<file path="src/core/ectim_consts.svh">
`ifndef ECTIM_CONSTS_SVH
`define ECTIM_CONSTS_SVH

// Register byte offsets
`define ECTIM_OFF_CTRL_TWO 8'h00
`define ECTIM_OFF_CTRL_ONE 8'h04
`define ECTIM_OFF_FLAGS 8'h08
`define ECTIM_OFF_CAP_ONE 8'h0C
`define ECTIM_OFF_CMP_ONE 8'h10
`define ECTIM_OFF_MAIN_CNT 8'h14
`define ECTIM_OFF_SHADOW_CNT 8'h18
`define ECTIM_OFF_CAP_TWO 8'h1C
`define ECTIM_OFF_CMP_TWO 8'h20

// Control register two fields
`define ECTIM_C2_PIN_EN1 7
`define ECTIM_C2_PIN_EN2 6
`define ECTIM_C2_PULSE 5
`define ECTIM_C2_PWM 4
`define ECTIM_C2_CLK_HI 3
`define ECTIM_C2_CLK_LO 2
`define ECTIM_C2_EDGE2 1
`define ECTIM_C2_WMASK 8'hFE

// Control register one fields
`define ECTIM_C1_CAP_IE 7
`define ECTIM_C1_CMP_IE 6
`define ECTIM_C1_OVF_IE 5
`define ECTIM_C1_FORCE2 4
`define ECTIM_C1_FORCE1 3
`define ECTIM_C1_LEVEL2 2
`define ECTIM_C1_EDGE1 1
`define ECTIM_C1_LEVEL1 0
`define ECTIM_C1_WMASK 8'hE7

// Flag vector positions, flag register bits 7..3
`define ECTIM_F_CMP2 0
`define ECTIM_F_CAP2 1
`define ECTIM_F_OVF 2
`define ECTIM_F_CMP1 3
`define ECTIM_F_CAP1 4

// Reset and reload values
`define ECTIM_CNT_RELOAD 8'hFC
`define ECTIM_CNT_TOP 8'hFF
`define ECTIM_CMP_RESET 8'h00
`define ECTIM_CTRL_RESET 8'h00
`define ECTIM_OSC_DIV 8000

// Bus responses
`define ECTIM_RESP_OKAY 2'h0
`define ECTIM_RESP_SLVERR 2'h2

`endif

</file>
<file path="src/core/ectim_pkg.sv">
package ectim_pkg;
    // Counting rate codes of the clock select field
    typedef enum logic [1:0] {
        ECTIM_CLK_DIV2 = 2'h0,
        ECTIM_CLK_DIV4 = 2'h1,
        ECTIM_CLK_DIV8 = 2'h2,
        ECTIM_CLK_OSC = 2'h3
    } ectim_clk_type;
endpackage : ectim_pkg

</file>
<file path="src/core/ectim_top.sv">
// Function
// - Eight-bit up-counter, two count read registers
// - Shadow count read never clears overflow
// - Writing either count register reloads FCh
// - Reset and only reload value FCh
// - Rate: cpu/2, /4, /8 or osc/8000
// - Rollover FFh to 00h sets overflow flag
// - Overflow irq needs flag, enable, clear mask
// - Overflow cleared by flag read, main access
// - Runs in wait, freezes in halt
// - Active edge copies count to capture register
// - Per-channel edge select bits choose edge
// - Capture sets flag, shared capture irq enable
// - Capture flag cleared by read-then-access sequence
// - Capture pin two always connected to timer, pin one not in waveform modes
// - Waveform modes leave only capture two
// - Compare each channel, set flag, irq
// - Compare registers software only, reset 00h
// - Match drives level to enabled pin
// - Disabled pin ignores match, flag still set
// - Match at value, or value+1 unless /2
// - Compare flag cleared by read-then-access sequence
// - Force copies level, no flag, not waveform
//
// Decided for this implementation: the AXI4-Lite register port and the register addresses.
`timescale 1ns/1ps
`default_nettype none
`include "ectim_consts.svh"

module ectim_top #(
    parameter int OSC_DIV = `ECTIM_OSC_DIV
) (
    input wire logic mclk,
    input wire logic reset,
    input wire logic clk_en,
    input wire logic halt,
    input wire logic global_irq_mask,
    input wire logic oscillator_clock_two,
    input wire logic [1:0] capture_pin,
    output logic [1:0] compare_out_pin,
    output logic [1:0] compare_out_en,
    output logic overflow_irq,
    output logic capture_irq,
    output logic compare_irq,
    input wire logic [7:0] s_axi_awaddr,
    input wire logic s_axi_awvalid,
    output logic s_axi_awready,
    input wire logic [31:0] s_axi_wdata,
    input wire logic [3:0] s_axi_wstrb,
    input wire logic s_axi_wvalid,
    output logic s_axi_wready,
    output logic [1:0] s_axi_bresp,
    output logic s_axi_bvalid,
    input wire logic s_axi_bready,
    input wire logic [7:0] s_axi_araddr,
    input wire logic s_axi_arvalid,
    output logic s_axi_arready,
    output logic [31:0] s_axi_rdata,
    output logic [1:0] s_axi_rresp,
    output logic s_axi_rvalid,
    input wire logic s_axi_rready
);

    // Word decode of a byte address against a register offset
    function automatic logic is_reg(input logic [7:0] a, input logic [7:0] o);
        is_reg = (a[7:2] == o[7:2]);
    endfunction

    logic [7:0] awaddr_reg;
    logic [7:0] wdata_reg;
    logic wstrb0_reg;
    logic aw_full_reg;
    logic w_full_reg;
    logic awready_reg;
    logic wready_reg;
    logic bvalid_reg;
    logic [1:0] bresp_reg;
    logic arready_reg;
    logic rvalid_reg;
    logic [1:0] rresp_reg;
    logic [7:0] rdata_reg;
    logic [7:0] ctrl_two_reg;
    logic [7:0] ctrl_one_reg;
    logic [7:0] count_reg;
    logic [7:0] cmp_val_reg [2];
    logic [7:0] cap_val_reg [2];
    logic [4:0] flag_reg;
    logic [4:0] arm_reg;
    logic [2:0] presc_reg;
    logic [12:0] osc_cnt_reg;
    logic [2:0] osc_sync_reg;
    logic [1:0] cap_s1_reg;
    logic [1:0] cap_s2_reg;
    logic [1:0] cap_s3_reg;
    logic [1:0] match_prev_reg;
    logic [1:0] pin_reg;
    logic ovf_irq_reg;
    logic cap_irq_reg;
    logic cmp_irq_reg;

    // Bus strobes
    wire aw_take = clk_en & s_axi_awvalid & awready_reg;
    wire w_take = clk_en & s_axi_wvalid & wready_reg;
    wire wr_fire = clk_en & aw_full_reg & w_full_reg & ~bvalid_reg;
    wire wr_en = wr_fire & wstrb0_reg;
    wire rd_fire = clk_en & s_axi_arvalid & arready_reg;

    // Write address decode
    wire wr_c2 = wr_en & is_reg(awaddr_reg, `ECTIM_OFF_CTRL_TWO);
    wire wr_c1 = wr_en & is_reg(awaddr_reg, `ECTIM_OFF_CTRL_ONE);
    wire wr_cap1 = wr_en & is_reg(awaddr_reg, `ECTIM_OFF_CAP_ONE);
    wire wr_cmp1 = wr_en & is_reg(awaddr_reg, `ECTIM_OFF_CMP_ONE);
    wire wr_main = wr_en & is_reg(awaddr_reg, `ECTIM_OFF_MAIN_CNT);
    wire wr_shadow = wr_en & is_reg(awaddr_reg, `ECTIM_OFF_SHADOW_CNT);
    wire wr_cap2 = wr_en & is_reg(awaddr_reg, `ECTIM_OFF_CAP_TWO);
    wire wr_cmp2 = wr_en & is_reg(awaddr_reg, `ECTIM_OFF_CMP_TWO);
    wire wr_hit = is_reg(awaddr_reg, `ECTIM_OFF_CTRL_TWO)
        | is_reg(awaddr_reg, `ECTIM_OFF_CTRL_ONE)
        | is_reg(awaddr_reg, `ECTIM_OFF_FLAGS)
        | is_reg(awaddr_reg, `ECTIM_OFF_CAP_ONE)
        | is_reg(awaddr_reg, `ECTIM_OFF_CMP_ONE)
        | is_reg(awaddr_reg, `ECTIM_OFF_MAIN_CNT)
        | is_reg(awaddr_reg, `ECTIM_OFF_SHADOW_CNT)
        | is_reg(awaddr_reg, `ECTIM_OFF_CAP_TWO)
        | is_reg(awaddr_reg, `ECTIM_OFF_CMP_TWO);

    // Read address decode
    wire rd_c2 = is_reg(s_axi_araddr, `ECTIM_OFF_CTRL_TWO);
    wire rd_c1 = is_reg(s_axi_araddr, `ECTIM_OFF_CTRL_ONE);
    wire rd_sr = is_reg(s_axi_araddr, `ECTIM_OFF_FLAGS);
    wire rd_cap1 = is_reg(s_axi_araddr, `ECTIM_OFF_CAP_ONE);
    wire rd_cmp1 = is_reg(s_axi_araddr, `ECTIM_OFF_CMP_ONE);
    wire rd_main = is_reg(s_axi_araddr, `ECTIM_OFF_MAIN_CNT);
    wire rd_shadow = is_reg(s_axi_araddr, `ECTIM_OFF_SHADOW_CNT);
    wire rd_cap2 = is_reg(s_axi_araddr, `ECTIM_OFF_CAP_TWO);
    wire rd_cmp2 = is_reg(s_axi_araddr, `ECTIM_OFF_CMP_TWO);
    wire rd_hit = rd_c2 | rd_c1 | rd_sr | rd_cap1 | rd_cmp1 | rd_main
        | rd_shadow | rd_cap2 | rd_cmp2;

    // Read data selection; both count registers show the live count
    wire [7:0] rd_mux = ({8{rd_c2}} & ctrl_two_reg)
        | ({8{rd_c1}} & ctrl_one_reg)
        | ({8{rd_sr}} & {flag_reg, 3'h0})
        | ({8{rd_cap1}} & cap_val_reg[0])
        | ({8{rd_cmp1}} & cmp_val_reg[0])
        | ({8{rd_main | rd_shadow}} & count_reg)
        | ({8{rd_cap2}} & cap_val_reg[1])
        | ({8{rd_cmp2}} & cmp_val_reg[1]);

    // Control fields
    wire [1:0] pin_en = {ctrl_two_reg[`ECTIM_C2_PIN_EN2],
        ctrl_two_reg[`ECTIM_C2_PIN_EN1]};
    wire wave_mode = ctrl_two_reg[`ECTIM_C2_PULSE]
        | ctrl_two_reg[`ECTIM_C2_PWM];
    wire [1:0] clk_code = ctrl_two_reg[`ECTIM_C2_CLK_HI:`ECTIM_C2_CLK_LO];
    wire [1:0] level = {ctrl_one_reg[`ECTIM_C1_LEVEL2],
        ctrl_one_reg[`ECTIM_C1_LEVEL1]};
    wire [1:0] edge_sel = {ctrl_two_reg[`ECTIM_C2_EDGE2],
        ctrl_one_reg[`ECTIM_C1_EDGE1]};
    wire div2 = (clk_code == ectim_pkg::ECTIM_CLK_DIV2);

    // Prescaler tick selection
    wire run = clk_en & ~halt;
    wire cnt_load = wr_main | wr_shadow;
    wire osc_rise = osc_sync_reg[1] & ~osc_sync_reg[2];
    wire osc_wrap = osc_rise & (osc_cnt_reg == 13'(OSC_DIV - 1));
    wire cpu_tick = (clk_code == ectim_pkg::ECTIM_CLK_DIV2) ? presc_reg[0]
        : (clk_code == ectim_pkg::ECTIM_CLK_DIV4) ? (&presc_reg[1:0])
        : (&presc_reg);
    wire tick = run & ~cnt_load
        & ((clk_code == ectim_pkg::ECTIM_CLK_OSC) ? osc_wrap : cpu_tick);
    wire ovf_set = tick & (count_reg == `ECTIM_CNT_TOP);

    // Compare match, one count late except at divide by two
    logic [1:0] match;
    logic [1:0] cmp_hit;
    logic [1:0] cap_edge;
    logic [1:0] cap_event;
    logic [1:0] force_hit;
    genvar g;
    generate
        for (g = 0; g < 2; g++) begin : g_chan
            wire [7:0] target = div2 ? cmp_val_reg[g]
                : 8'(cmp_val_reg[g] + 8'h01);
            assign match[g] = clk_en & (count_reg == target);
            assign cmp_hit[g] = match[g] & ~match_prev_reg[g];
            assign cap_edge[g] = edge_sel[g]
                ? (cap_s2_reg[g] & ~cap_s3_reg[g])
                : (~cap_s2_reg[g] & cap_s3_reg[g]);
        end
    endgenerate
    assign cap_event = {2{clk_en}}
        & {cap_edge[1], cap_edge[0] & ~wave_mode};
    assign force_hit = {2{wr_c1 & ~wave_mode}}
        & {wdata_reg[`ECTIM_C1_FORCE2], wdata_reg[`ECTIM_C1_FORCE1]};
    wire [1:0] new_level = {wdata_reg[`ECTIM_C1_LEVEL2],
        wdata_reg[`ECTIM_C1_LEVEL1]};

    // Flag set, access and clear vectors
    wire [4:0] flag_set = {cap_event[0], cmp_hit[0], ovf_set, cap_event[1],
        cmp_hit[1]};
    wire [4:0] flag_acc = {wr_cap1 | (rd_fire & rd_cap1),
        wr_cmp1 | (rd_fire & rd_cmp1),
        wr_main | (rd_fire & rd_main),
        wr_cap2 | (rd_fire & rd_cap2),
        wr_cmp2 | (rd_fire & rd_cmp2)};
    wire [4:0] flag_clr = arm_reg & flag_acc;
    wire [4:0] flag_next = flag_set | (flag_reg & ~flag_clr);
    wire [4:0] arm_next = ({5{rd_fire & rd_sr}} & flag_reg)
        | (arm_reg & ~flag_clr);

    // Interrupt request levels, pending while masked
    wire ovf_irq_next = flag_reg[`ECTIM_F_OVF]
        & ctrl_one_reg[`ECTIM_C1_OVF_IE] & ~global_irq_mask;
    wire cap_irq_next = (flag_reg[`ECTIM_F_CAP1] | flag_reg[`ECTIM_F_CAP2])
        & ctrl_one_reg[`ECTIM_C1_CAP_IE] & ~global_irq_mask;
    wire cmp_irq_next = (flag_reg[`ECTIM_F_CMP1] | flag_reg[`ECTIM_F_CMP2])
        & ctrl_one_reg[`ECTIM_C1_CMP_IE] & ~global_irq_mask;

    // Pin latch next value
    logic [1:0] pin_next;
    always_comb begin
        pin_next = pin_reg;
        for (int i = 0; i < 2; i++) begin
            if (cmp_hit[i] & pin_en[i]) begin
                pin_next[i] = level[i];
            end else if (force_hit[i] & pin_en[i]) begin
                pin_next[i] = new_level[i];
            end
        end
    end

    // Write channel holding and response
    always_ff @(posedge mclk or posedge reset) begin
        if (reset) begin
            aw_full_reg <= 1'b0;
            w_full_reg <= 1'b0;
            awready_reg <= 1'b1;
            wready_reg <= 1'b1;
            bvalid_reg <= 1'b0;
            bresp_reg <= `ECTIM_RESP_OKAY;
            awaddr_reg <= 8'h00;
            wdata_reg <= 8'h00;
            wstrb0_reg <= 1'b0;
        end else if (clk_en) begin
            if (aw_take) begin
                aw_full_reg <= 1'b1;
                awready_reg <= 1'b0;
                awaddr_reg <= s_axi_awaddr;
            end
            if (w_take) begin
                w_full_reg <= 1'b1;
                wready_reg <= 1'b0;
                wdata_reg <= s_axi_wdata[7:0];
                wstrb0_reg <= s_axi_wstrb[0];
            end
            if (wr_fire) begin
                aw_full_reg <= 1'b0;
                w_full_reg <= 1'b0;
                bvalid_reg <= 1'b1;
                bresp_reg <= wr_hit ? `ECTIM_RESP_OKAY : `ECTIM_RESP_SLVERR;
            end
            if (bvalid_reg & s_axi_bready) begin
                bvalid_reg <= 1'b0;
                awready_reg <= 1'b1;
                wready_reg <= 1'b1;
            end
        end
    end

    // Read channel
    always_ff @(posedge mclk or posedge reset) begin
        if (reset) begin
            arready_reg <= 1'b1;
            rvalid_reg <= 1'b0;
            rresp_reg <= `ECTIM_RESP_OKAY;
            rdata_reg <= 8'h00;
        end else if (clk_en) begin
            if (rd_fire) begin
                arready_reg <= 1'b0;
                rvalid_reg <= 1'b1;
                rdata_reg <= rd_mux;
                rresp_reg <= rd_hit ? `ECTIM_RESP_OKAY : `ECTIM_RESP_SLVERR;
            end else if (rvalid_reg & s_axi_rready) begin
                rvalid_reg <= 1'b0;
                arready_reg <= 1'b1;
            end
        end
    end

    // Control and compare value registers
    always_ff @(posedge mclk or posedge reset) begin
        if (reset) begin
            ctrl_two_reg <= `ECTIM_CTRL_RESET;
            ctrl_one_reg <= `ECTIM_CTRL_RESET;
            cmp_val_reg[0] <= `ECTIM_CMP_RESET;
            cmp_val_reg[1] <= `ECTIM_CMP_RESET;
        end else if (clk_en) begin
            if (wr_c2) ctrl_two_reg <= wdata_reg & `ECTIM_C2_WMASK;
            if (wr_c1) ctrl_one_reg <= wdata_reg & `ECTIM_C1_WMASK;
            if (wr_cmp1) cmp_val_reg[0] <= wdata_reg;
            if (wr_cmp2) cmp_val_reg[1] <= wdata_reg;
        end
    end

    // Prescaler and free-running counter
    always_ff @(posedge mclk or posedge reset) begin
        if (reset) begin
            presc_reg <= 3'h0;
            osc_cnt_reg <= 13'h0000;
            count_reg <= `ECTIM_CNT_RELOAD;
        end else if (clk_en) begin
            if (cnt_load) begin
                presc_reg <= 3'h0;
                osc_cnt_reg <= 13'h0000;
                count_reg <= `ECTIM_CNT_RELOAD;
            end else if (run) begin
                presc_reg <= 3'(presc_reg + 3'h1);
                if (osc_rise) begin
                    osc_cnt_reg <= osc_wrap ? 13'h0000
                        : 13'(osc_cnt_reg + 13'h0001);
                end
                if (tick) count_reg <= 8'(count_reg + 8'h01);
            end
        end
    end

    // Pin synchronisers
    always_ff @(posedge mclk or posedge reset) begin
        if (reset) begin
            osc_sync_reg <= 3'h0;
            cap_s1_reg <= 2'h0;
            cap_s2_reg <= 2'h0;
            cap_s3_reg <= 2'h0;
        end else if (clk_en) begin
            osc_sync_reg <= {osc_sync_reg[1:0], oscillator_clock_two};
            cap_s1_reg <= capture_pin;
            cap_s2_reg <= cap_s1_reg;
            cap_s3_reg <= cap_s2_reg;
        end
    end

    // Capture registers hold the latest capture
    always_ff @(posedge mclk or posedge reset) begin
        if (reset) begin
            cap_val_reg[0] <= 8'h00;
            cap_val_reg[1] <= 8'h00;
        end else begin
            for (int i = 0; i < 2; i++) begin
                if (cap_event[i]) cap_val_reg[i] <= count_reg;
            end
        end
    end

    // Flags, clear sequence arming, pins and interrupts
    always_ff @(posedge mclk or posedge reset) begin
        if (reset) begin
            flag_reg <= 5'h00;
            arm_reg <= 5'h00;
            match_prev_reg <= 2'h0;
            pin_reg <= 2'h0;
            ovf_irq_reg <= 1'b0;
            cap_irq_reg <= 1'b0;
            cmp_irq_reg <= 1'b0;
        end else if (clk_en) begin
            flag_reg <= flag_next;
            arm_reg <= arm_next;
            match_prev_reg <= match;
            pin_reg <= pin_next;
            ovf_irq_reg <= ovf_irq_next;
            cap_irq_reg <= cap_irq_next;
            cmp_irq_reg <= cmp_irq_next;
        end
    end

    assign s_axi_awready = awready_reg;
    assign s_axi_wready = wready_reg;
    assign s_axi_bvalid = bvalid_reg;
    assign s_axi_bresp = bresp_reg;
    assign s_axi_arready = arready_reg;
    assign s_axi_rvalid = rvalid_reg;
    assign s_axi_rresp = rresp_reg;
    assign s_axi_rdata = {24'h000000, rdata_reg};
    assign compare_out_pin = pin_reg;
    assign compare_out_en = pin_en;
    assign overflow_irq = ovf_irq_reg;
    assign capture_irq = cap_irq_reg;
    assign compare_irq = cmp_irq_reg;
endmodule // ectim_top

`default_nettype wire

</file>
<file path="config.mk">
export PLATFORM = sky130hd
export DESIGN_NAME = ectim_top
export DESIGN_NICKNAME = d
export VERILOG_FILES = /design/src/core/ectim_pkg.sv /design/src/core/ectim_top.sv
export VERILOG_INCLUDE_DIRS = /design/src /design/src/core
export SDC_FILE = /design/constraint.sdc
export NUM_CORES = 1
export LEC_CHECK = 0
export BUFFER_PORTS_ARGS = -buffer_cell sky130_fd_sc_hd__buf_2
export CAP_MARGIN = 30
export CELL_PAD_IN_SITES_DETAIL_PLACEMENT = 2
export CELL_PAD_IN_SITES_GLOBAL_PLACEMENT = 2
export CORE_ASPECT_RATIO = 2
export CORE_MARGIN = 2
export CORE_UTILIZATION = 39
export CTS_CLUSTER_DIAMETER = 60
export DETAILED_ROUTE_END_ITERATION = 16
export PLACE_DENSITY = 0.88
export SLEW_MARGIN = 20
export SYNTH_ARGS = -nofsm -noshare
export SYNTH_HDL_FRONTEND = slang
export SYNTH_SLANG_ARGS = --single-unit
</file>
<file path="constraint.sdc">
create_clock -name mclk -period 9.3 [get_ports mclk]
set_input_delay 2.325 -clock mclk [delete_from_list [all_inputs] [get_ports mclk]]
set_output_delay 2.325 -clock mclk [all_outputs]
set_load 0.03 [all_outputs]
</file>
==> metrics.txt, run 1 <==
number of diodes=0; Seq/Total Area, Yosys=47.4%; fin crit period=4.60 ns; Die H=190 µm; Power Total=2130 µW; syn avg cell area=10.9 µm²; Crit Path Class=in -> reg; CP cell instances=buf_2 > buf_4 > nand4b_4 > nor4bb_1 > buf_4 > nand3_1 > nor2_1 > mux2_1 > mux2_1; register area=3190 µm²; clock root cell=clkbuf_16; Routed Antenna Nets=0; total track usage=27.1%; global placement routability congestion=0.858; die area=18400 µm²; Req. time, crit path=9.61 ns; fmax=217 MHz; largest net degree at the start of global routing=78; Sw Ratio=36.3%; Max Fanout on Critical Path=34; final-report hold violation count=0; first-pass GRT wire length=37500 µm; fill count=1725; Slew HR=34.5%; crit end category=flip-flop; Worst Path Buf+Inv=3; drt total wl=24100 µm; multi-input logic area=3200 µm²; period utilization=49.4%; number of synthesized flops with an enable pin=0; Combinational Power Share=23.8%; layout cell share with drive strength beyond 1=24.1%; IO Pins=113; NumNets Final=733; Clock Pin Slew Worst Setup and Hold Paths=0.06 ns; Mapped Area=6720 µm²; hold_ws=0.479 ns; Yosys warnings=0; max-cap violations=0; final non-filler cell total=882; final setup vio count=0; TritonCTS clock tree=done; Largest delay share family, worst path=simple AND/OR/NAND/NOR gates; cts hold-fix bufs=0; placed cell count=848; post-cts sizing count=0; most common cell after layout, fill and taps aside=dfrtp_1; P_int=1360 µW; drt first-iter violations=331; Power Dens Cells=277 nW/µm²; antenna violations before repair=0; Seq pwr share=43.1%; Core Region=16800 µm²; Hold WC Path Type=reg -> reg; TritonCTS sink count=127; Area Overhead vs Synth=14.2%; most frequent cells in the layout=dfrtp_1, buf_2, nand2_1, mux2_2, mux2_1; register bit total from synthesis=127; Worst Tran Pin Value=0.979 ns; postcts setup bufs=0; vias in the first global route=6149; residual DRC count=0; clk_skew=0.00887 ns; outcome=finished clean; Critical Path AT=4.91 ns; DR pass1 iterations=4; die width=96.8 µm; std cell rows=67; GRT overflow=0; Final Util=45.6%; Worst path slowest cell=nand3_1; wire per inst=27.3 µm; setup TNS=0 ns; Initial Utilization=39.9%; worst vdd ir=0.183 mV; worst skew pair latency=0.43 ns; clk buf depth=2; number of H-tree levels=4; via/cell ratio=5.95; post-DP HPWL=15900 µm; Vias=5252; critical path startpoint category=input pin; RSZ-0062 raised after global routing=false; Max Slew Vio Count=0; Cell variety after synth=75; most common flop cell mapped by yosys=dfrtp_1; power share of the clock group=33.1%; LEAKAGE=0.00352 µW; CP max stage delay=0.40 ns; Async S/R FF share, synth=100%; switching pwr=772 µW; # port buffers=55; Post-Syn Instances=618; CTS buffer count=17
[metal layers]
layer	vias up	track usage [%]	wire length (µm)	share of wire, %
li1	2251	-	-	-
met1	2704	27.0	8270	34
met2	203	50.1	13200	55
met3	94	4.19	879	3.6
met4	0	19.7	1780	7.4
met5	-	0	0	0
[worst reg2reg max path, stage by stage (launching register included)]
cell,delay [ns]
dfrtp_1,0.58
or2_1,0.43
nor3_1,0.30
a31oi_1,0.09
nor4_1,0.74
nand4_1,0.26
mux2_1,0.37
[path summary, 6_finish.rpt]
| check | slack (ns) | from | cells past startpoint | end |
|---|---|---|---|---|
| setup / recovery | 4.70 | clk_en | 9 | compare_out_pin[0] |
| hold / removal | 0.48 | match_prev_reg[0] | 1 | flag_reg[3] |
| setup reg to reg | 6.41 | ctrl_two_reg[3] | 6 | compare_out_pin[0] |
| hold reg to reg | 0.48 | match_prev_reg[0] | 1 | flag_reg[3] |
| max in group asynchronous | 6.04 | reset | 4 | cap_val_reg[8] |
| min in group asynchronous | 1.90 | reset | 2 | awaddr_reg[6] |
[synth_stat cells (7+ instances only)]
cell type  instances  share of area, %
o21ai_0           10              0.74
xnor2_1           21               2.7
inv_1             14              0.78
nor3_1            10              0.74
a22oi_1            8              0.89
dfstp_2            9               3.5
buf_4             30               3.4
nand4_1            8              0.74
o21ai_1           15               1.1
xor2_1            16               2.1
a22o_1             9               1.2
mux2_2            46               7.7
mux2_1            32               5.4
a21oi_1           16               1.2
nand2_1           50               2.8
nor2_1            31               1.7
nand3_1           22               1.6
buf_2             10              0.74
mux2i_1            9               1.3
o22ai_1            7              0.65
clkbuf_1          19               1.1
and3_1             8              0.74
dfrtp_1          118                44
[logic make-up after synthesis]
logic type,count (synthesis),share of synthesized area [%]
multiplexers,88,14.7
AO/OA/AOI/OAI,105,11.2
adder cells (fa/ha/maj),6,1.12
AND/OR/NAND/NOR,175,14.0
flip-flops,127,47.4
buffers and inverters,78,6.33
XOR/XNOR,38,5.17
other,1,0.0558
[per-stage QoR]
step / instance area, µm² / setup WS, ns
floorplan: 6820 / 3.61
global placement: 7020 / 4.53
detailed placement: 7030 / 4.36
CTS: 7640 / 4.72
global route: 7680 / 4.60
finish: 7680 / 4.70
[power groups by stage]
stage / Clock, µW / Combinational [µW] / Sequential (µW)
final: 705 / 507 / 917
after global routing: 732 / 545 / 930
after CTS: 710 / 504 / 909
after detailed placement: 0 / 476 / 911
after global placement: 0 / 429 / 888
after floorplan: 0 / 411 / 792
[area by class of cell]
type | instances | share of cell area [%]
Clock buffer | 20 | 5.95
Multi-Input combinational cell | 438 | 41.7
Timing Repair Buffer | 63 | 4.63
Clock inverter | 12 | 2.05
Inverter | 15 | 0.766
Tap cell | 207 | 3.37
Sequential cell | 127 | 41.5
Power figures use the tool's default switching activity.
==> inputs of run 2 (changes only) <==
Settings changed: CORE_UTILIZATION 39 to 37, PLACE_DENSITY 0.88 to 0.84.
Clock period 9.3 ns to 4.4 ns, I/O delays scaled along.
==> run 2 against run 1 <==
Against the previous run: count of clock-buffer cells in the layout grew 1; cell count is 0.91% higher; critical path depth fell by 1; clock power is 110% higher; sequential power increased by 110%; via count fell by 2.2%; critical path type unchanged; critical endpoint is now compare_out_pin[1].
==> metrics.txt, run 2 (synthesis gave the netlist of run 1 again) <==
outcome=finished clean; NumNets Final=736 (+0.41%); setup TNS=0 ns (unchanged); Routed Antenna Nets=0 (unchanged); final-report hold violation count=0 (unchanged); final setup margin=1.45 ns (-3.25 ns); Die H=195 µm (+2.6%); wire per inst=24.5 µm (-10%); end of the critical path=compare_out_pin[1]; clk buf depth=2 (unchanged); number of diodes=0 (unchanged); reg-to-reg setup timing slack=1.64 ns (-4.77 ns); TritonCTS sink count=127 (unchanged); fmax=339 MHz; # port buffers=55 (unchanged); GRT overflow=0 (unchanged); number of H-tree levels=4 (unchanged); crit end category=flip-flop; die area=19300 µm² (+5.2%); largest net degree at the start of global routing=52 (-33%); pre-CTS setup slack=1.02 ns (-3.33 ns); clk_skew=0.00723 ns (-0.00163 ns); final setup vio count=0 (unchanged); R2R depth=6 (unchanged); Critical Path AT=3.27 ns (-1.64 ns); Clock Pin Slew Worst Setup and Hold Paths=0.06 ns (about the same); clock root cell=clkbuf_16; met3 Use GR=3.70% (-0.48 points); RSZ-0062 raised after global routing=false; residual DRC count=0 (unchanged); hold_ws=0.474 ns (-0.00447 ns); Initial Utilization=37.8% (-2.1 points); max-cap violations=0 (unchanged); total track usage=23.6% (-3.5 points); Critical path origin=clk_en; met2 Track Usage GR=44.1% (-6.0 points); Power Dens Cells=571 nW/µm² (+110%); drt first-iter violations=275 (-17%); Area Overhead vs Synth=14.7%; cts hold-fix bufs=0 (unchanged); DR pass1 iterations=4 (unchanged); Reg-to-Reg Start=count_reg[2]; Top Usage Layer GRT=met2; Max Slew Vio Count=0 (unchanged); fill count=1862 (+7.9%); drt total wl=21800 µm (-9.5%); antenna violations before repair=0 (unchanged); Crit Path Class=in -> reg; Vias=5138 (-2.2%); most frequent cells in the layout=dfrtp_1, buf_2, nand2_1, mux2_2, mux2_1; Hold WC Path Type=reg -> reg; Worst Tran Pin Value=0.948 ns (-0.0314 ns); critical path startpoint category=input pin; IO Pins=113 (unchanged); worst vdd ir=0.289 mV (+58%); post-cts sizing count=0 (unchanged); M1 GR Usage=24.2% (-2.7 points); first-pass GRT wire length=34500 µm (-8.1%); post-DP HPWL=15700 µm (-1.0%); most common cell after layout, fill and taps aside=dfrtp_1; Core Region=17800 µm² (+5.5%); global placement routability congestion=0.846 (-1.4%); LEAKAGE=0.00353 µW (+0.24%); Slew HR=36.7% (+2.2 points); TritonCTS clock tree=done; via/cell ratio=5.77 (-3.0%); R2R Path End=compare_out_pin[1]; CTS buffer count=17 (unchanged); fin crit period=2.95 ns; layout cell share with drive strength beyond 1=24.5% (+0.37 points); period utilization=67.1%; Max Fanout on Critical Path=8 (-76%); Req. time, crit path=4.71 ns (-4.90 ns); worst skew pair latency=0.43 ns (about the same); postcts setup bufs=0 (unchanged); std cell rows=69 (+3.0%); vias in the first global route=5916 (-3.8%); die width=99.3 µm (+2.6%)
-- run 2: cell types whose count changed in the layout (fill, tap and decap cells not counted), sizes merged --
cell / delta
buf: +3
inv: -3
clkbuf: +1
clkinvlp: +1
-- run 2: area by class of cell --
cell class              count  area (µm²)  area share [%]
well taps                 213         267            3.46
repair buffers             66         380            4.93
multi-input cells         438        3210            41.6
flip-flops and latches    127        3190            41.4
clock buffers              21         470            6.10
clock inverters            10         136            1.77
inverters                  15        60.1           0.779
-- run 2: through the flow --
stage,power [µW],utilization (%),cells,cell area (µm²)
floorplan,2540,-,643,6820
global placement,2790,39.8,856,7070
detailed placement,2920,39.8,857,7080
CTS,4430,43.2,888,7680
global route,4590,43.4,890,7710
finish,4400,43.4,890,7710
-- run 2: power breakdown --
group          internal [µW]  total, µW  leakage [µW]  switching, µW
sequential              1470       1920       0.00163            447
clock                    929       1470      0.000291            542
combinational            473       1010       0.00161            540
-- run 2: per-layer routing --
metal  routed length, µm  vias to the layer above
met5                   0                        -
met4                1070                        0
met3                 730                       61
met2               12500                      140
met1                7510                     2676
li1                    -                     2261
-- run 2: worst min-delay path by stage --
stage               cells after the start  slack (ns)         startpoint            to
floorplan                               1        0.42  match_prev_reg[0]   flag_reg[3]
global placement                        1        0.44  match_prev_reg[0]   flag_reg[3]
detailed placement                      2        0.47       rdata_reg[6]  rdata_reg[6]
CTS                                     2        0.48       rdata_reg[6]  rdata_reg[6]
global route                            1        0.50  match_prev_reg[0]   flag_reg[3]
finish                                  2        0.47       rdata_reg[6]  rdata_reg[6]
-- run 2: worst max-delay path, cell delays in order --
cell and delay, ns:
buf_2 0.13, nand4b_4 0.17, nor4bb_1 0.37, buf_4 0.22, nand3_1 0.36, nor2_1 0.27
mux2_2 0.35, mux2_1 0.28
==> inputs of run 3 (changes only) <==
Clock period 4.4 ns to 2.89 ns, I/O delays scaled along.
==> run 3 against run 2 <==
Against the previous run: critical path depth is 1 lower; routed wire length up 5.1%; power grew 50%; clock power up 39%; largest power group unchanged; via count up 2.3%; critical path type is now reg -> reg.
==> metrics.txt, run 3 (synthesis gave the netlist of run 1 again) <==
IO Pins=113 (unchanged); drt total wl=22900 µm (+5.1%); cts hold-fix bufs=0 (unchanged); Seq pwr share=44.4% (+0.8 points); Max Slew Vio Count=0 (unchanged); std cell rows=69 (unchanged); number of H-tree levels=4 (unchanged); post-DP HPWL=16100 µm (+2.6%); # port buffers=55 (unchanged); die width=99.3 µm (unchanged); clk_skew=0.0122 ns (+0.00496 ns); die area=19300 µm² (unchanged); crit end category=flip-flop; Worst Tran Pin Value=0.684 ns (-0.263 ns); Met1 Wirelength=8050 µm (+7.2%); NumNets Final=749 (+1.8%); residual DRC count=0 (unchanged); antenna violations before repair=0 (unchanged); Req. time, crit path=3.20 ns (-1.51 ns); outcome=finished clean; Slew HR=54.3% (+18 points); largest net degree at the start of global routing=50 (-3.8%); most frequent cells in the layout=dfrtp_1, buf_2, nand2_1, mux2_2, mux2_1; setup TNS=0 ns (unchanged); Core Region=17800 µm² (unchanged); reg-to-reg setup timing slack=0.23 ns (-1.41 ns); DR pass1 iterations=5 (+1); P_int=4150 µW (+44%); placed cell areas=7200 µm² (+1.7%); TritonCTS clock tree=done; Clock Pin Slew Worst Setup and Hold Paths=0.06 ns (about the same); number of diodes=0 (unchanged); CTS buffer count=17 (unchanged); most common cell after layout, fill and taps aside=dfrtp_1; Die H=195 µm (unchanged); Routed Antenna Nets=0 (unchanged); clock root cell=clkbuf_16; Critical Path AT=2.97 ns (-0.30 ns); met2 WL=12600 µm (+0.90%); Vias=5257 (+2.3%); RSZ-0062 raised after global routing=false; period utilization=92.1%; fin crit period=2.66 ns; Sw Ratio=37.1% (+2.4 points); postcts setup bufs=0 (unchanged); Max Fanout on Critical Path=6 (-2); worst skew pair latency=0.43 ns (about the same); R2R depth=7 (+1); Hold WC Path Type=in -> async; final setup vio count=0 (unchanged); Initial Utilization=37.8% (unchanged); wire per inst=25.4 µm (+3.5%); layout cell share with drive strength beyond 1=26.0% (+1.5 points); drt first-iter violations=266 (-3.3%); GRT overflow=0 (unchanged); clk buf depth=2 (unchanged); Area Overhead vs Synth=15.3%; multi-input logic area=3200 µm² (-0.20%); Met3 Wirelength=751 µm (+2.9%); first-pass GRT wire length=36200 µm (+5.1%); final-report hold violation count=0 (unchanged); post-cts sizing count=0 (unchanged); final instance area=7750 µm² (+0.54%); LEAKAGE=0.00356 µW (+1.0%); top sig layer=met4; Final Util=43.6% (+0.23 points); total track usage=24.8% (+1.2 points); final setup margin=0.228 ns (-1.22 ns); switching pwr=2450 µW (+60%); vias in the first global route=6118 (+3.4%); pre-CTS setup slack=0.215 ns (-0.809 ns); Combinational Power Share=24.6% (+1.6 points); register area=3190 µm² (unchanged); Reg-to-Reg Start=cmp_val_reg[0]; global placement routability congestion=0.911 (+7.7%); TritonCTS sink count=127 (unchanged); critical path startpoint category=flip-flop; fmax=376 MHz; max-cap violations=0 (unchanged); Crit Path Class=reg -> reg; power share of the clock group=30.9% (-2.5 points); worst vdd ir=0.413 mV (+43%); via/cell ratio=5.82 (+0.73%); fill count=1863 (+0.054%); R2R Path End=compare_out_pin[1]; Power Dens Cells=851 nW/µm² (+49%)
[run 3: worst max-delay path by stage]
| stage | from | endpoint | slack [ns] | depth (start not counted) |
|---|---|---|---|---|
| 2_1_floorplan | clk_en | compare_out_pin[0] | 0.32 | 8 |
| 4_1_cts | count_reg[2] | compare_out_pin[1] | 0.25 | 6 |
| 3_3_place_gp | clk_en | compare_out_pin[0] | 0.25 | 8 |
| 3_5_place_dp | clk_en | compare_out_pin[1] | 0.22 | 8 |
| 5_1_grt | cmp_val_reg[0] | compare_out_pin[1] | 0.16 | 7 |
| 6_report | cmp_val_reg[0] | compare_out_pin[1] | 0.23 | 7 |
[run 3: critical path: stages, from the launching register on]
cell and delay [ns]:
dfrtp_1 0.52, ha_1 0.24, xor3_1 0.23, or3_1 0.36, a22oi_2 0.21, nand4b_2 0.24
nor4b_2 0.35, mux2_1 0.38
[run 3: power by group through the flow]
stage | Sequential [µW] | Clock [µW] | Combinational, µW
floorplan | 2550 | 0 | 1320
global placement | 2850 | 0 | 1430
detailed placement | 2900 | 0 | 1570
CTS | 2910 | 2080 | 1640
global route | 2970 | 2140 | 1760
finish | 2930 | 2040 | 1630
[run 3: routing by layer]
layer  up-vias  global-route usage, %
li1       2291                      -
met1      2705                   25.7
met2       176                   44.6
met3        85                   4.35
met4         0                   16.1
met5         -                      0
[run 3: final cells by class]
cell class | instances | share of cell area [%]
flip-flops and latches | 127 | 41.1
inverters | 15 | 0.775
multi-input cells | 438 | 41.3
well taps | 213 | 3.44
clock buffers | 20 | 6.02
repair buffers | 79 | 6.20
clock inverters | 12 | 1.13
[run 3: stage by stage]
step                total power (µW)  instances  hold WS, ns
floorplan                       3870        643        0.423
global placement                4280        872        0.436
detailed placement              4480        872        0.471
CTS                             6630        904        0.351
global route                    6870        904        0.385
finish                          6600        904        0.350
